==> config.mk <==
export PLATFORM = sky130hd
export DESIGN_NAME = slave_irq_lbus_cfg
export DESIGN_NICKNAME = d
export VERILOG_FILES = /design/src/slave_regs_pkg.sv /design/src/slave_irq_lbus_cfg.sv
export SDC_FILE = /design/constraint.sdc
export NUM_CORES = 1
export LEC_CHECK = 0
export BUFFER_PORTS_ARGS = -buffer_cell sky130_fd_sc_hd__buf_2
export CAP_MARGIN = 25
export CORE_AREA = 8 8 196 198
export CTS_CLUSTER_DIAMETER = 50
export DETAILED_ROUTE_END_ITERATION = 16
export DIE_AREA = 0 0 204 206
export GPL_TIMING_DRIVEN = 0
export HOLD_SLACK_MARGIN = 0.12
export PLACE_DENSITY = 0.89
export SKIP_CTS_REPAIR_TIMING = 1
export SYNTH_ARGS = -nofsm -noshare
export SYNTH_HDL_FRONTEND = slang
export SYNTH_SLANG_ARGS = --single-unit
==> constraint.sdc <==
create_clock -name clk_sys -period 5.13 [get_ports clk_sys]
set_input_delay 0.513 -clock clk_sys [delete_from_list [all_inputs] [get_ports clk_sys]]
set_output_delay 0.513 -clock clk_sys [all_outputs]
set_load 0.005 [all_outputs]
==> src/slave_regs_pkg.sv <==
// constants of the slave register set: offsets, fields, reset values, timing
package slave_regs_pkg;

  // ==========================================================================
  // register byte offsets
  localparam logic [8:0] OFS_GLOBAL_INTERRUPT_MASK   = 9'h0f4;
  localparam logic [8:0] OFS_FRAMER_LINK_CONFIGURATION   = 9'h100;
  localparam logic [8:0] OFS_LOCAL_MASTER_TIMER  = 9'h104;
  localparam logic [8:0] OFS_LOCAL_INTERRUPT_CONTROL = 9'h108;
  localparam logic [8:0] OFS_IFIFO   = 9'h10c;
  localparam logic [8:0] OFS_TXSEL   = 9'h110;
  localparam logic [8:0] OFS_TXDATA  = 9'h114;

  // ==========================================================================
  // reset values and writable bits
  localparam logic [31:0] GLOBAL_INTERRUPT_MASK_RST      = 32'h0fffffff;
  localparam logic [15:0] FRAMER_LINK_CONFIGURATION_RST      = 16'h8080;
  localparam logic [15:0] FRAMER_LINK_CONFIGURATION_WMASK    = 16'h00ff;
  localparam logic [15:0] LOCAL_MASTER_TIMER_RST     = 16'h0000;
  localparam logic [15:0] LOCAL_INTERRUPT_CONTROL_RST    = 16'h0001;
  localparam logic [15:0] LOCAL_INTERRUPT_CONTROL_WMASK  = 16'h000d;
  localparam logic [15:0] FIFO_IDLE_WORD = 16'hffff;
  localparam logic [15:0] TXSEL_RST      = 16'h0000;
  localparam logic [15:0] TXSEL_WMASK    = 16'h5f8f;
  localparam logic [15:0] TXDATA_RST     = 16'h0000;

  // ==========================================================================
  // field positions
  localparam int GM_OVF    = 31;
  localparam int GM_LBI    = 17;
  localparam int GM_IF     = 16;
  localparam int GM_Q_HI   = 8;
  localparam int CF_IIP    = 15;
  localparam int CF_MAILBOX_VECTOR_DISABLE   = 7;
  localparam int CF_WSE    = 6;
  localparam int CF_BSD    = 5;
  localparam int CF_PG_LO  = 2;
  localparam int CF_LAE    = 1;
  localparam int CF_LME    = 0;
  localparam int MT_TM_HI  = 15;
  localparam int MT_TM_LO  = 4;
  localparam int MT_WS_HI  = 3;
  localparam int IC_ID     = 3;
  localparam int IC_IP     = 2;
  localparam int IC_FLUSH  = 1;
  localparam int IC_IM     = 0;
  localparam int SEL_AIP   = 14;
  localparam int SEL_PT_HI = 12;
  localparam int SEL_PT_LO = 8;
  localparam int SEL_AIA   = 7;
  localparam int SEL_AD_HI = 3;

  // ==========================================================================
  // counts and timing
  localparam logic [4:0]  PORT_LAST     = 5'h1b;
  localparam logic [3:0]  STROBE_PLAIN  = 4'h1;
  localparam int          LAT_SHIFT     = 4;    // latency timer counts in units of 16
  localparam int          PAGE_COUNT    = 3;
  localparam int          INIT_TIME_US  = 250;
  localparam int          CLK_MHZ       = 50;
  localparam int          INIT_CYCLES   = INIT_TIME_US * CLK_MHZ;

  // ==========================================================================
  // local bus master states
  typedef enum logic [3:0] {
    ST_IDLE   = 4'b0001,
    ST_ARB    = 4'b0010,
    ST_STROBE = 4'b0100,
    ST_HOLD   = 4'b1000
  } master_state_t;

endpackage
==> src/slave_irq_lbus_cfg.sv <==
// slave register set: interrupt gating, vector fifo, local master, tx framer window
`timescale 1ns/10ps
`default_nettype none

//
// Overview of operation
// - global mask gates each status flag; resets to its printed value, all masked except overflow bit 31
// - mask bit 31 suppresses overflow signalling on the pci interrupt
// - mask bit 17 zero forwards local interrupt input to pci interrupt
// - mask bit 16 zero lets a non-empty vector fifo raise pci interrupt
// - mask bits 8..0 gate queue interrupts only; vectors still written
// - after any reset, progress bit 15 stays one for about 250 us
// - with bit 7 zero, a mailbox write pushes a mailbox vector
// - configuration bit 6 makes strobe length come from wait-state field
// - in data-strobe mode, swap bytes on 16-bit transfers unless bit 5 set
// - bits 4..2 pick 8-bit or 16-bit mode per 8 kbyte page
// - bit 1 set: arbitrate for each access started from idle, not while the bus is held; clear: assume ownership
// - bit 0 zero keeps the block a local bus slave only
// - keep bus for first transaction or timer times 16 cycles
// - wait-state field sets cycles a strobe stays asserted
// - interrupt control bit 3 picks local interrupt pin direction
// - writing one to interrupt control bit 1 flushes the vector fifo
// - interrupt control bit 0 blocks fifo interrupt on the selected pin
// - vector fifo port returns 16-bit vectors, all ones when empty
// - select bit 14 increments port 0..27 after each data access
// - select bit 7 increments register address after each data access
// - data register accesses go to selected port and register only
// - each status flag drives pci interrupt only when unmasked
// - local interrupt input asserted sets bridge flag, and pci interrupt when mask bit 17 is zero
// - fifo flag reaches pci side only with pin input and mask clear
module slave_irq_lbus_cfg import slave_regs_pkg::*; #(
  parameter int              INIT_COUNT  = INIT_CYCLES,
  parameter int              FIFO_DEPTH  = 16,
  parameter logic [15:0]     MBOX_VECTOR = 16'h8000
) (
  input  wire logic          clk_sys,
  input  wire logic          arst_n,
  input  wire logic          soft_reset,
  input  wire logic [8:0]    reg_addr,
  input  wire logic          reg_wr,
  input  wire logic          reg_rd,
  input  wire logic [31:0]   reg_wdata,
  output logic      [31:0]   reg_rdata,
  output logic               reg_rvalid,
  input  wire logic          interrupt_overflow,
  input  wire logic [8:0]    queue_flags,
  output logic               pci_irq,
  output logic               lbi_flag,
  output logic               fifo_pending,
  input  wire logic          local_interrupt_pin_in,
  output logic               local_interrupt_pin_out,
  output logic               local_interrupt_pin_oe_n,
  input  wire logic          vector_push,
  input  wire logic [15:0]   vector_word,
  input  wire logic          mailbox_write,
  output logic               vector_lost,
  input  wire logic          mst_req,
  input  wire logic          mst_write,
  input  wire logic [1:0]    mst_page,
  input  wire logic [12:0]   mst_addr,
  input  wire logic [15:0]   mst_wdata,
  output logic               mst_ready,
  output logic               mst_done,
  output logic      [15:0]   mst_rdata,
  input  wire logic          lbus_ds_mode,
  output logic               lbus_req,
  input  wire logic          lbus_grant,
  output logic      [14:0]   lbus_addr,
  output logic               lbus_strobe,
  output logic               lbus_we,
  output logic      [15:0]   local_data_lines_out,
  output logic               local_data_lines_oe_n,
  input  wire logic [15:0]   local_data_lines_in,
  output logic      [4:0]    fr_port,
  output logic      [3:0]    fr_addr,
  output logic               fr_wr,
  output logic               fr_rd,
  output logic      [15:0]   fr_wdata,
  input  wire logic [15:0]   fr_rdata
);

  localparam int PW = $clog2(FIFO_DEPTH);
  localparam int IW = $clog2(INIT_COUNT + 1);
  localparam logic [IW-1:0] INIT_LOAD = IW'(INIT_COUNT);

  // ==========================================================================
  // register storage
  logic [31:0]   global_interrupt_mask_reg;
  logic [15:0]   framer_link_configuration_reg;
  logic [15:0]   local_master_timer_reg;
  logic [15:0]   local_interrupt_control_reg;
  logic [15:0]   txsel_reg;
  logic [IW-1:0] init_cnt_reg;
  logic          init_busy;

  logic wr_global_interrupt_mask, wr_framer_link_configuration, wr_local_master_timer, wr_local_interrupt_control, wr_txsel, acc_txdata, rd_fifo;
  assign wr_global_interrupt_mask   = reg_wr && (reg_addr == OFS_GLOBAL_INTERRUPT_MASK);
  assign wr_framer_link_configuration   = reg_wr && (reg_addr == OFS_FRAMER_LINK_CONFIGURATION);
  assign wr_local_master_timer  = reg_wr && (reg_addr == OFS_LOCAL_MASTER_TIMER);
  assign wr_local_interrupt_control = reg_wr && (reg_addr == OFS_LOCAL_INTERRUPT_CONTROL);
  assign wr_txsel   = reg_wr && (reg_addr == OFS_TXSEL);
  assign acc_txdata = (reg_wr || reg_rd) && (reg_addr == OFS_TXDATA);
  assign rd_fifo    = reg_rd && (reg_addr == OFS_IFIFO);
  assign init_busy  = (init_cnt_reg != '0);

  always_ff @(posedge clk_sys or negedge arst_n) begin
    if (!arst_n) begin
      global_interrupt_mask_reg   <= GLOBAL_INTERRUPT_MASK_RST;
      framer_link_configuration_reg   <= FRAMER_LINK_CONFIGURATION_RST & FRAMER_LINK_CONFIGURATION_WMASK;
      local_master_timer_reg  <= LOCAL_MASTER_TIMER_RST;
      local_interrupt_control_reg <= LOCAL_INTERRUPT_CONTROL_RST;
    end else begin
      if (wr_global_interrupt_mask)   global_interrupt_mask_reg   <= reg_wdata;
      if (wr_framer_link_configuration)   framer_link_configuration_reg   <= reg_wdata[15:0] & FRAMER_LINK_CONFIGURATION_WMASK;
      if (wr_local_master_timer)  local_master_timer_reg  <= reg_wdata[15:0];
      // the flush bit is an action, so it never stays stored
      if (wr_local_interrupt_control) local_interrupt_control_reg <= reg_wdata[15:0] & LOCAL_INTERRUPT_CONTROL_WMASK;
    end
  end

  // ram self-initialisation after hardware or software reset
  always_ff @(posedge clk_sys or negedge arst_n) begin
    if (!arst_n) begin
      init_cnt_reg <= INIT_LOAD;
    end else if (soft_reset) begin
      init_cnt_reg <= INIT_LOAD;
    end else if (init_busy) begin
      init_cnt_reg <= init_cnt_reg - IW'(1);
    end
  end

  // ==========================================================================
  // interrupt vector fifo
  logic [15:0] fifo_mem [FIFO_DEPTH];
  logic [PW-1:0] wr_ptr_reg, rd_ptr_reg;
  logic [PW:0]   fill_reg;
  logic          mbox_pend_reg;
  logic          fifo_empty, fifo_full, do_push, do_pop, flush;
  logic [15:0]   push_word;

  assign fifo_empty = (fill_reg == '0);
  assign fifo_full  = (fill_reg == (PW+1)'(FIFO_DEPTH));
  assign flush      = (wr_local_interrupt_control && reg_wdata[IC_FLUSH]) || soft_reset;
  // framer vectors go first; a mailbox vector waits for a cycle without a framer push instead of being lost
  assign push_word  = vector_push ? vector_word : MBOX_VECTOR;
  assign do_push    = (vector_push || mbox_pend_reg) && !fifo_full && !flush;
  assign do_pop     = rd_fifo && !fifo_empty && !flush;

  always_ff @(posedge clk_sys or negedge arst_n) begin
    if (!arst_n) begin
      mbox_pend_reg <= 1'b0;
    end else if (mailbox_write && !framer_link_configuration_reg[CF_MAILBOX_VECTOR_DISABLE]) begin
      mbox_pend_reg <= 1'b1;
    end else if (flush || (do_push && !vector_push)) begin
      mbox_pend_reg <= 1'b0;
    end
  end

  always_ff @(posedge clk_sys) begin
    if (do_push) begin
      fifo_mem[wr_ptr_reg] <= push_word;
    end
  end

  always_ff @(posedge clk_sys or negedge arst_n) begin
    if (!arst_n) begin
      wr_ptr_reg  <= '0;
      rd_ptr_reg  <= '0;
      fill_reg    <= '0;
      vector_lost <= 1'b0;
    end else begin
      vector_lost <= vector_push && fifo_full && !flush;
      if (flush) begin
        wr_ptr_reg <= '0;
        rd_ptr_reg <= '0;
        fill_reg   <= '0;
      end else begin
        if (do_push) wr_ptr_reg <= (wr_ptr_reg == PW'(FIFO_DEPTH - 1)) ? '0 : wr_ptr_reg + PW'(1);
        if (do_pop)  rd_ptr_reg <= (rd_ptr_reg == PW'(FIFO_DEPTH - 1)) ? '0 : rd_ptr_reg + PW'(1);
        fill_reg <= fill_reg + (PW+1)'(do_push) - (PW+1)'(do_pop);
      end
    end
  end

  // ==========================================================================
  // interrupt pins
  logic local_interrupt_pin_in_reg, local_interrupt_pin_active, fifo_irq;
  assign local_interrupt_pin_active = local_interrupt_control_reg[IC_ID] && (local_interrupt_pin_in_reg == local_interrupt_control_reg[IC_IP]);
  assign fifo_irq    = !fifo_empty && !local_interrupt_control_reg[IC_IM];

  always_ff @(posedge clk_sys or negedge arst_n) begin
    if (!arst_n) begin
      local_interrupt_pin_in_reg              <= 1'b0;
      lbi_flag                 <= 1'b0;
      fifo_pending             <= 1'b0;
      pci_irq                  <= 1'b0;
      local_interrupt_pin_out  <= 1'b0;
      local_interrupt_pin_oe_n <= 1'b1;
    end else begin
      local_interrupt_pin_in_reg  <= local_interrupt_pin_in;
      lbi_flag     <= local_interrupt_pin_active;
      fifo_pending <= !fifo_empty;
      pci_irq <= (interrupt_overflow && !global_interrupt_mask_reg[GM_OVF])
               || (local_interrupt_pin_active && !global_interrupt_mask_reg[GM_LBI])
               || (fifo_irq && local_interrupt_control_reg[IC_ID] && !global_interrupt_mask_reg[GM_IF])
               || (|(queue_flags & ~global_interrupt_mask_reg[GM_Q_HI:0]));
      local_interrupt_pin_oe_n <= local_interrupt_control_reg[IC_ID];
      // an idle output sits at the inactive level of the chosen polarity
      local_interrupt_pin_out  <= (fifo_irq && !local_interrupt_control_reg[IC_ID])
                                  ? local_interrupt_control_reg[IC_IP] : !local_interrupt_control_reg[IC_IP];
    end
  end

  // ==========================================================================
  // transmit framer indirect window
  always_ff @(posedge clk_sys or negedge arst_n) begin
    if (!arst_n) begin
      txsel_reg <= TXSEL_RST;
      fr_wr     <= 1'b0;
      fr_rd     <= 1'b0;
      fr_wdata  <= TXDATA_RST;
    end else begin
      fr_wr <= acc_txdata && reg_wr;
      fr_rd <= acc_txdata && !reg_wr;
      if (acc_txdata && reg_wr) fr_wdata <= reg_wdata[15:0];
      if (wr_txsel) begin
        txsel_reg <= reg_wdata[15:0] & TXSEL_WMASK;
      end else if (acc_txdata) begin
        if (txsel_reg[SEL_AIP])
          txsel_reg[SEL_PT_HI:SEL_PT_LO] <= (txsel_reg[SEL_PT_HI:SEL_PT_LO] >= PORT_LAST)
                                            ? '0 : txsel_reg[SEL_PT_HI:SEL_PT_LO] + 5'h01;
        if (txsel_reg[SEL_AIA])
          txsel_reg[SEL_AD_HI:0] <= txsel_reg[SEL_AD_HI:0] + 4'h1;
      end
    end
  end

  // strobes come one cycle after the access, so port and address lag the same way
  always_ff @(posedge clk_sys or negedge arst_n) begin
    if (!arst_n) begin
      fr_port <= '0;
      fr_addr <= '0;
    end else if (acc_txdata || !(fr_wr || fr_rd)) begin
      fr_port <= txsel_reg[SEL_PT_HI:SEL_PT_LO];
      fr_addr <= txsel_reg[SEL_AD_HI:0];
    end
  end

  // ==========================================================================
  // register read port
  always_ff @(posedge clk_sys or negedge arst_n) begin
    if (!arst_n) begin
      reg_rdata  <= '0;
      reg_rvalid <= 1'b0;
    end else begin
      reg_rvalid <= reg_rd;
      if (reg_rd) begin
        if (reg_addr == OFS_GLOBAL_INTERRUPT_MASK)        reg_rdata <= global_interrupt_mask_reg;
        else if (reg_addr == OFS_FRAMER_LINK_CONFIGURATION)   reg_rdata <= {16'h0000, init_busy, framer_link_configuration_reg[14:0]};
        else if (reg_addr == OFS_LOCAL_MASTER_TIMER)  reg_rdata <= {16'h0000, local_master_timer_reg};
        else if (reg_addr == OFS_LOCAL_INTERRUPT_CONTROL) reg_rdata <= {16'h0000, local_interrupt_control_reg};
        else if (reg_addr == OFS_IFIFO)   reg_rdata <= {16'h0000,
                                           fifo_empty ? FIFO_IDLE_WORD : fifo_mem[rd_ptr_reg]};
        else if (reg_addr == OFS_TXSEL)   reg_rdata <= {16'h0000, txsel_reg};
        else if (reg_addr == OFS_TXDATA)  reg_rdata <= {16'h0000, fr_rdata};
        else                              reg_rdata <= '0;
      end
    end
  end

  // ==========================================================================
  // local bus master
  master_state_t state_reg;
  logic [3:0]    strobe_cnt_reg;
  logic [15:0]   lat_cnt_reg;
  logic          cur_narrow_reg, cur_swap_reg;
  logic          narrow_sel, swap_sel, start_ok;
  logic [3:0]    strobe_len;
  logic [15:0]   lat_load;

  assign narrow_sel = (int'(mst_page) < PAGE_COUNT) && framer_link_configuration_reg[CF_PG_LO + int'(mst_page)];
  assign swap_sel   = lbus_ds_mode && !framer_link_configuration_reg[CF_BSD] && !narrow_sel;
  assign strobe_len = (framer_link_configuration_reg[CF_WSE] && (local_master_timer_reg[MT_WS_HI:0] != '0))
                      ? local_master_timer_reg[MT_WS_HI:0] : STROBE_PLAIN;
  assign lat_load   = {local_master_timer_reg[MT_TM_HI:MT_TM_LO], LAT_SHIFT'(0)};
  assign start_ok   = mst_req && mst_ready && framer_link_configuration_reg[CF_LME] && !init_busy;

  always_ff @(posedge clk_sys or negedge arst_n) begin
    if (!arst_n) begin
      state_reg             <= ST_IDLE;
      strobe_cnt_reg        <= '0;
      lat_cnt_reg           <= '0;
      cur_narrow_reg        <= 1'b0;
      cur_swap_reg          <= 1'b0;
      mst_ready             <= 1'b1;
      mst_done              <= 1'b0;
      mst_rdata             <= '0;
      lbus_req              <= 1'b0;
      lbus_addr             <= '0;
      lbus_strobe           <= 1'b0;
      lbus_we               <= 1'b0;
      local_data_lines_out  <= '0;
      local_data_lines_oe_n <= 1'b1;
    end else begin
      mst_done <= 1'b0;
      if (lat_cnt_reg != '0) lat_cnt_reg <= lat_cnt_reg - 16'h0001;
      case (state_reg)
        ST_IDLE, ST_HOLD: begin
          if (start_ok) begin
            mst_ready      <= 1'b0;
            cur_narrow_reg <= narrow_sel;
            cur_swap_reg   <= swap_sel;
            lbus_addr      <= {mst_page, mst_addr};
            lbus_we        <= mst_write;
            local_data_lines_out <= narrow_sel ? {8'h00, mst_wdata[7:0]}
                                  : swap_sel ? {mst_wdata[7:0], mst_wdata[15:8]} : mst_wdata;
            if (framer_link_configuration_reg[CF_LAE] && state_reg == ST_IDLE) begin
              lbus_req  <= 1'b1;
              state_reg <= ST_ARB;
            end else begin
              lbus_strobe           <= 1'b1;
              local_data_lines_oe_n <= !mst_write;
              strobe_cnt_reg        <= strobe_len;
              state_reg             <= ST_STROBE;
            end
          end else if (state_reg == ST_HOLD && lat_cnt_reg == '0) begin
            lbus_req  <= 1'b0;
            state_reg <= ST_IDLE;
          end
        end
        ST_ARB: begin
          if (lbus_grant) begin
            lat_cnt_reg           <= lat_load;
            lbus_strobe           <= 1'b1;
            local_data_lines_oe_n <= !lbus_we;
            strobe_cnt_reg        <= strobe_len;
            state_reg             <= ST_STROBE;
          end
        end
        ST_STROBE: begin
          if (strobe_cnt_reg == 4'h1) begin
            lbus_strobe           <= 1'b0;
            local_data_lines_oe_n <= 1'b1;
            mst_done              <= 1'b1;
            mst_ready             <= 1'b1;
            mst_rdata <= cur_narrow_reg ? {8'h00, local_data_lines_in[7:0]}
                       : cur_swap_reg ? {local_data_lines_in[7:0], local_data_lines_in[15:8]}
                       : local_data_lines_in;
            if (lbus_req && lat_cnt_reg > 16'h0001) begin
              state_reg <= ST_HOLD;
            end else begin
              lbus_req  <= 1'b0;
              state_reg <= ST_IDLE;
            end
          end else begin
            strobe_cnt_reg <= strobe_cnt_reg - 4'h1;
          end
        end
        default: state_reg <= ST_IDLE;
      endcase
    end
  end
endmodule

`default_nettype wire

==> impl_table.tex <==
\begin{tabular}{lr}
\hline
Metric & Value \\
\hline
\multicolumn{2}{l}{\textbf{STA}} \\
\quad Final critical path time including I/O delays and setup & 3.608 ns \\
\quad Hold slack final & 0.1569 ns \\
\quad Maximum clock skew at final layout & 0.03003 ns \\
\quad Setup repair after global routing missed its margin & false \\
\quad Highest achievable clock rate & 277.2 MHz \\
\quad Final count of pins violating max slew & 0 \\
\quad Tcrit/Tclk final & 70.32\% \\
\quad Worst Setup Slack, final & 1.522 ns \\
\quad Final hold viol count & 0 \\
\quad Relative slew slack & 35.18\% \\
\quad Setup-failing EPs final & 0 \\
\quad Worst-margin pin slew & 0.9723 ns \\
\multicolumn{2}{l}{\textbf{Power and ir drop}} \\
\quad P\_leak & 10.56 nW \\
\quad Total Power Consumption & 9.242 mW \\
\quad Total power divided by cell area & 359.3 nW/um\^{}2 \\
\quad Maximum ir drop on the vdd rail & 0.2991 mV \\
\multicolumn{2}{l}{\textbf{Worst setup path}} \\
\quad Most frequent cell on the critical path & sky130\_fd\_sc\_hd\_\_inv\_1 \\
\quad Arrival time at the worst endpoint & 4.11 ns \\
\quad Reg2reg setup slack & 1.67 ns \\
\quad CP max FO & 10 \\
\quad Start-to-end type of the worst setup path & in2reg \\
\quad Kind of start point of the critical path & primary input \\
\quad WP data required & 5.63 ns \\
\quad Number of cells on the worst reg-to-reg path & 17 \\
\quad Number of buffers and inverters on the critical path & 6 \\
\quad R2R Path Start & fill\_reg[3] \\
\quad Cell with the biggest individual delay on the critical path & sky130\_fd\_sc\_hd\_\_clkbuf\_1 \\
\quad Crit end category & register \\
\quad Kind of cell with the highest combined delay on the critical path & buffers and inverters \\
\quad Critical Path, Cell by Cell & buf\_2 -> nor3b\_1 -> and2\_1 -> a41o\_1 -> clkbuf\_1 -> clkbuf\_1 -> nor2\_1 -> ha\_1 -> inv\_1 -> ha\_1 -> inv\_1 -> fa\_1 -> inv\_1 -> a21oi\_1 -> nor2\_1 -> o21ai\_0 -> a21oi\_1 \\
\quad Critical register-to-register path endpoint & fill\_reg[4] \\
\quad Biggest cell delay along the critical path & 0.48 ns \\
\quad WP depth & 17 \\
\multicolumn{2}{l}{\textbf{GRT}} \\
\quad Pin count of the biggest net entering global routing & 125 \\
\quad Gr ovfl total & 0 \\
\quad Initial antenna violation count & 9 \\
\quad First-pass GRT wire length & 93770 um \\
\quad Global-route total usage across every layer & 29.66\% \\
\quad Number of global-route vias before repair & 15640 \\
\multicolumn{2}{l}{\textbf{Synth}} \\
\quad Share of the synthesized area in the top cell type & 35.76\% \\
\quad Warning count from the yosys run & 0 \\
\quad Area of the mapped netlist & 21500 sq um \\
\quad Yosys reg bits & 500 \\
\quad Area contributors post-synth & sky130\_fd\_sc\_hd\_\_edfxtp\_1, sky130\_fd\_sc\_hd\_\_dfrtp\_1, sky130\_fd\_sc\_hd\_\_mux4\_2 \\
\quad Netlist cell types & 87 \\
\quad EDFF count, synth & 256 \\
\quad Async set or reset register ratio after synthesis & 48.80\% \\
\quad Share of synthesized area occupied by flip-flops and latches & 64.40\% \\
\quad Post-Synthesis Cells & 1484 \\
\quad Number of nets in the synthesized netlist & 1646 \\
\quad Most frequently used flop master after synthesis & sky130\_fd\_sc\_hd\_\_edfxtp\_1 \\
\quad Mean cell area of the mapped netlist & 14.48 sq um \\
\quad Post-synthesis cell type with the largest combined area & sky130\_fd\_sc\_hd\_\_edfxtp\_1 \\
\multicolumn{2}{l}{\textbf{CTS}} \\
\quad Clock Tree Buf Depth & 3 \\
\quad Number of buffers added by the clock tree synthesis step & 54 \\
\quad Later-pin clock latency in the skew report & 0.61 ns \\
\quad Post-CTS clock slew at the launch and capture registers of the worst setup and hold paths & 0.06 ns \\
\quad Number of H-tree levels & 2 \\
\quad Sink count of the clock tree & 500 \\
\quad CTS tree & yes \\
\quad Root buf cell & sky130\_fd\_sc\_hd\_\_clkbuf\_16 \\
\multicolumn{2}{l}{\textbf{Die}} \\
\quad Full die area & 42020 sq um \\
\quad Core Footprint & 35220 sq um \\
\quad Initial Util & 61.03\% \\
\quad Die height & 206 um \\
\quad Die boundary width & 204 um \\
\quad Number of top-level design ports & 261 \\
\quad Number of placement rows & 69 \\
\multicolumn{2}{l}{\textbf{Layout}} \\
\quad Synth-to-Final Area Change & 19.66\% \\
\quad Most used cells in the layout excluding fill and tap cells & sky130\_fd\_sc\_hd\_\_buf\_2, sky130\_fd\_sc\_hd\_\_edfxtp\_1, sky130\_fd\_sc\_hd\_\_dfrtp\_1 \\
\quad Most common cell after layout, fill and taps aside & sky130\_fd\_sc\_hd\_\_buf\_2 \\
\quad Flip-flop count of the largest register, all copies and words added & 256 \\
\quad Final net count & 1984 \\
\quad Final instance count without filler cells & 2337 \\
\quad Share of final-layout standard cells stronger than drive strength 1 & 35.21\% \\
\multicolumn{2}{l}{\textbf{Drt}} \\
\quad Total wire length after detailed routing & 63060 um \\
\quad Via density per instance & 6.417 \\
\quad Number of violations reported at the end of detailed-routing iteration 0 & 1575 \\
\quad Average routed wire per standard cell & 26.98 um \\
\quad Number of iterations in the first detailed-routing pass & 5 \\
\quad Number of remaining DRC errors & 0 \\
\quad Final antenna-violating net count & 0 \\
\quad Routed via count & 15000 \\
\multicolumn{2}{l}{\textbf{Status}} \\
\quad Result of the run & finished, final reports clean \\
\multicolumn{2}{l}{\textbf{Run}} \\
\quad Number of max-cap violations & 0 \\
\multicolumn{2}{l}{\textbf{Placement}} \\
\quad Dpl cells & 2223 \\
\quad Place WS & 1.104 ns \\
\quad HPWL after DPL & 43480 um \\
\quad GP Congestion & 0.9346 \\
\quad IO buf count & 259 \\
\multicolumn{2}{l}{\textbf{Worst hold path}} \\
\quad Hold-critical path endpoint & global\_interrupt\_mask\_reg[21] \\
\quad Path type of the worst min-delay path & in2reg \\
\quad Hold wc startpoint & reg\_wdata[21] \\
\quad Worst hold path depth & 2 \\
\hline
\end{tabular}
==> how the worst max path moves through the flow <==
stage / start / slack (ns) / end
floorplan: reg_addr[7] / 1.87 / fill_reg[4]
global placement: arst_n / -0.59 / reg_rdata[27]
detailed placement: reg_addr[7] / 1.10 / fill_reg[4]
CTS: reg_addr[7] / 1.68 / fill_reg[4]
global route: reg_addr[7] / 1.34 / fill_reg[4]
finish: reg_addr[7] / 1.52 / fill_reg[4]
==> cell families (layout without fill, tap and decap cells) <==
family	Yosys count	count (layout)	synth area share [%]
DFF	500	500	64.40
and+or+nand+nor	339	339	7.893
AOI/OAI and AO/OA	266	266	8.457
muxes	211	211	14.37
buffers and inverters	118	500	2.462
xor gates and xnor gates	30	30	1.222
adders and majority gates	20	20	1.199
other	0	10	0
==> synth_stat cells, drive strengths merged, types with 7 or more instances <==
cell / instances
nor4: 8
mux2i: 34
nor2: 85
a22oi: 14
o22ai: 14
o21ai: 55
nor2b: 8
nand3: 19
and2: 20
xor2: 20
nand2: 114
o31ai: 10
edfxtp: 256
xnor2: 10
or3: 8
a21oi: 65
a22o: 7
o2bb2ai: 17
buf: 36
dfrtp: 204
a221o: 14
mux2: 110
dfstp: 40
nand2b: 12
nand4: 8
a31oi: 8
nor3: 26
ha: 19
clkbuf: 37
mux4: 67
inv: 44
a221oi: 9
==> layout make-up <==
class / instances / area [sq um]
sequential: 500 / 13840
fill: 2087 / 9502
multi-input combinational: 866 / 7173
timing repair buffer: 282 / 1652
clock buffer: 65 / 1423
tap: 461 / 576.8
clock inverter: 35 / 500.5
buffer: 73 / 360.3
inverter: 45 / 168.9
antenna: 10 / 25.02
==> worst reg2reg max path, delay by kind of cell, from the launching register on <==
kind                     cells  cell delay, ns
flip-flops                   1            0.40
AND/OR/NAND/NOR              5            0.95
buffers and inverters        5            0.56
AO/OA/AOI/OAI                3            0.38
adder cells (fa/ha/maj)      4            1.07
==> report_power, final <==
| part | leakage, nW | internal (mW) | switching, mW | total, mW |
|---|---|---|---|---|
| registers | 5.39 | 4.36 | 0.0682 | 4.42 |
| logic | 4.22 | 0.234 | 0.407 | 0.642 |
| clock network | 0.944 | 2.54 | 1.63 | 4.18 |
| total | 10.6 | 7.14 | 2.11 | 9.24 |
==> metal layers <==
layer	wire (um)	up-vias	global-route usage, %
li1	-	6340	-
met1	21710	7548	34.86
met2	32330	905	51.42
met3	5646	199	5.455
met4	3343	4	16.23
met5	29	-	0
==> stage by stage <==
stage          TNS (ns)  util (%)  instance area (sq um)
2_1_floorplan         0         -                  21500
3_3_place_gp    -114.29     66.34                  23370
3_5_place_dp          0     67.39                  23740
4_1_cts               0     72.85                  25660
5_1_grt               0     73.00                  25710
6_report              0     73.02                  25720
(Power assumes the default switching activity.)
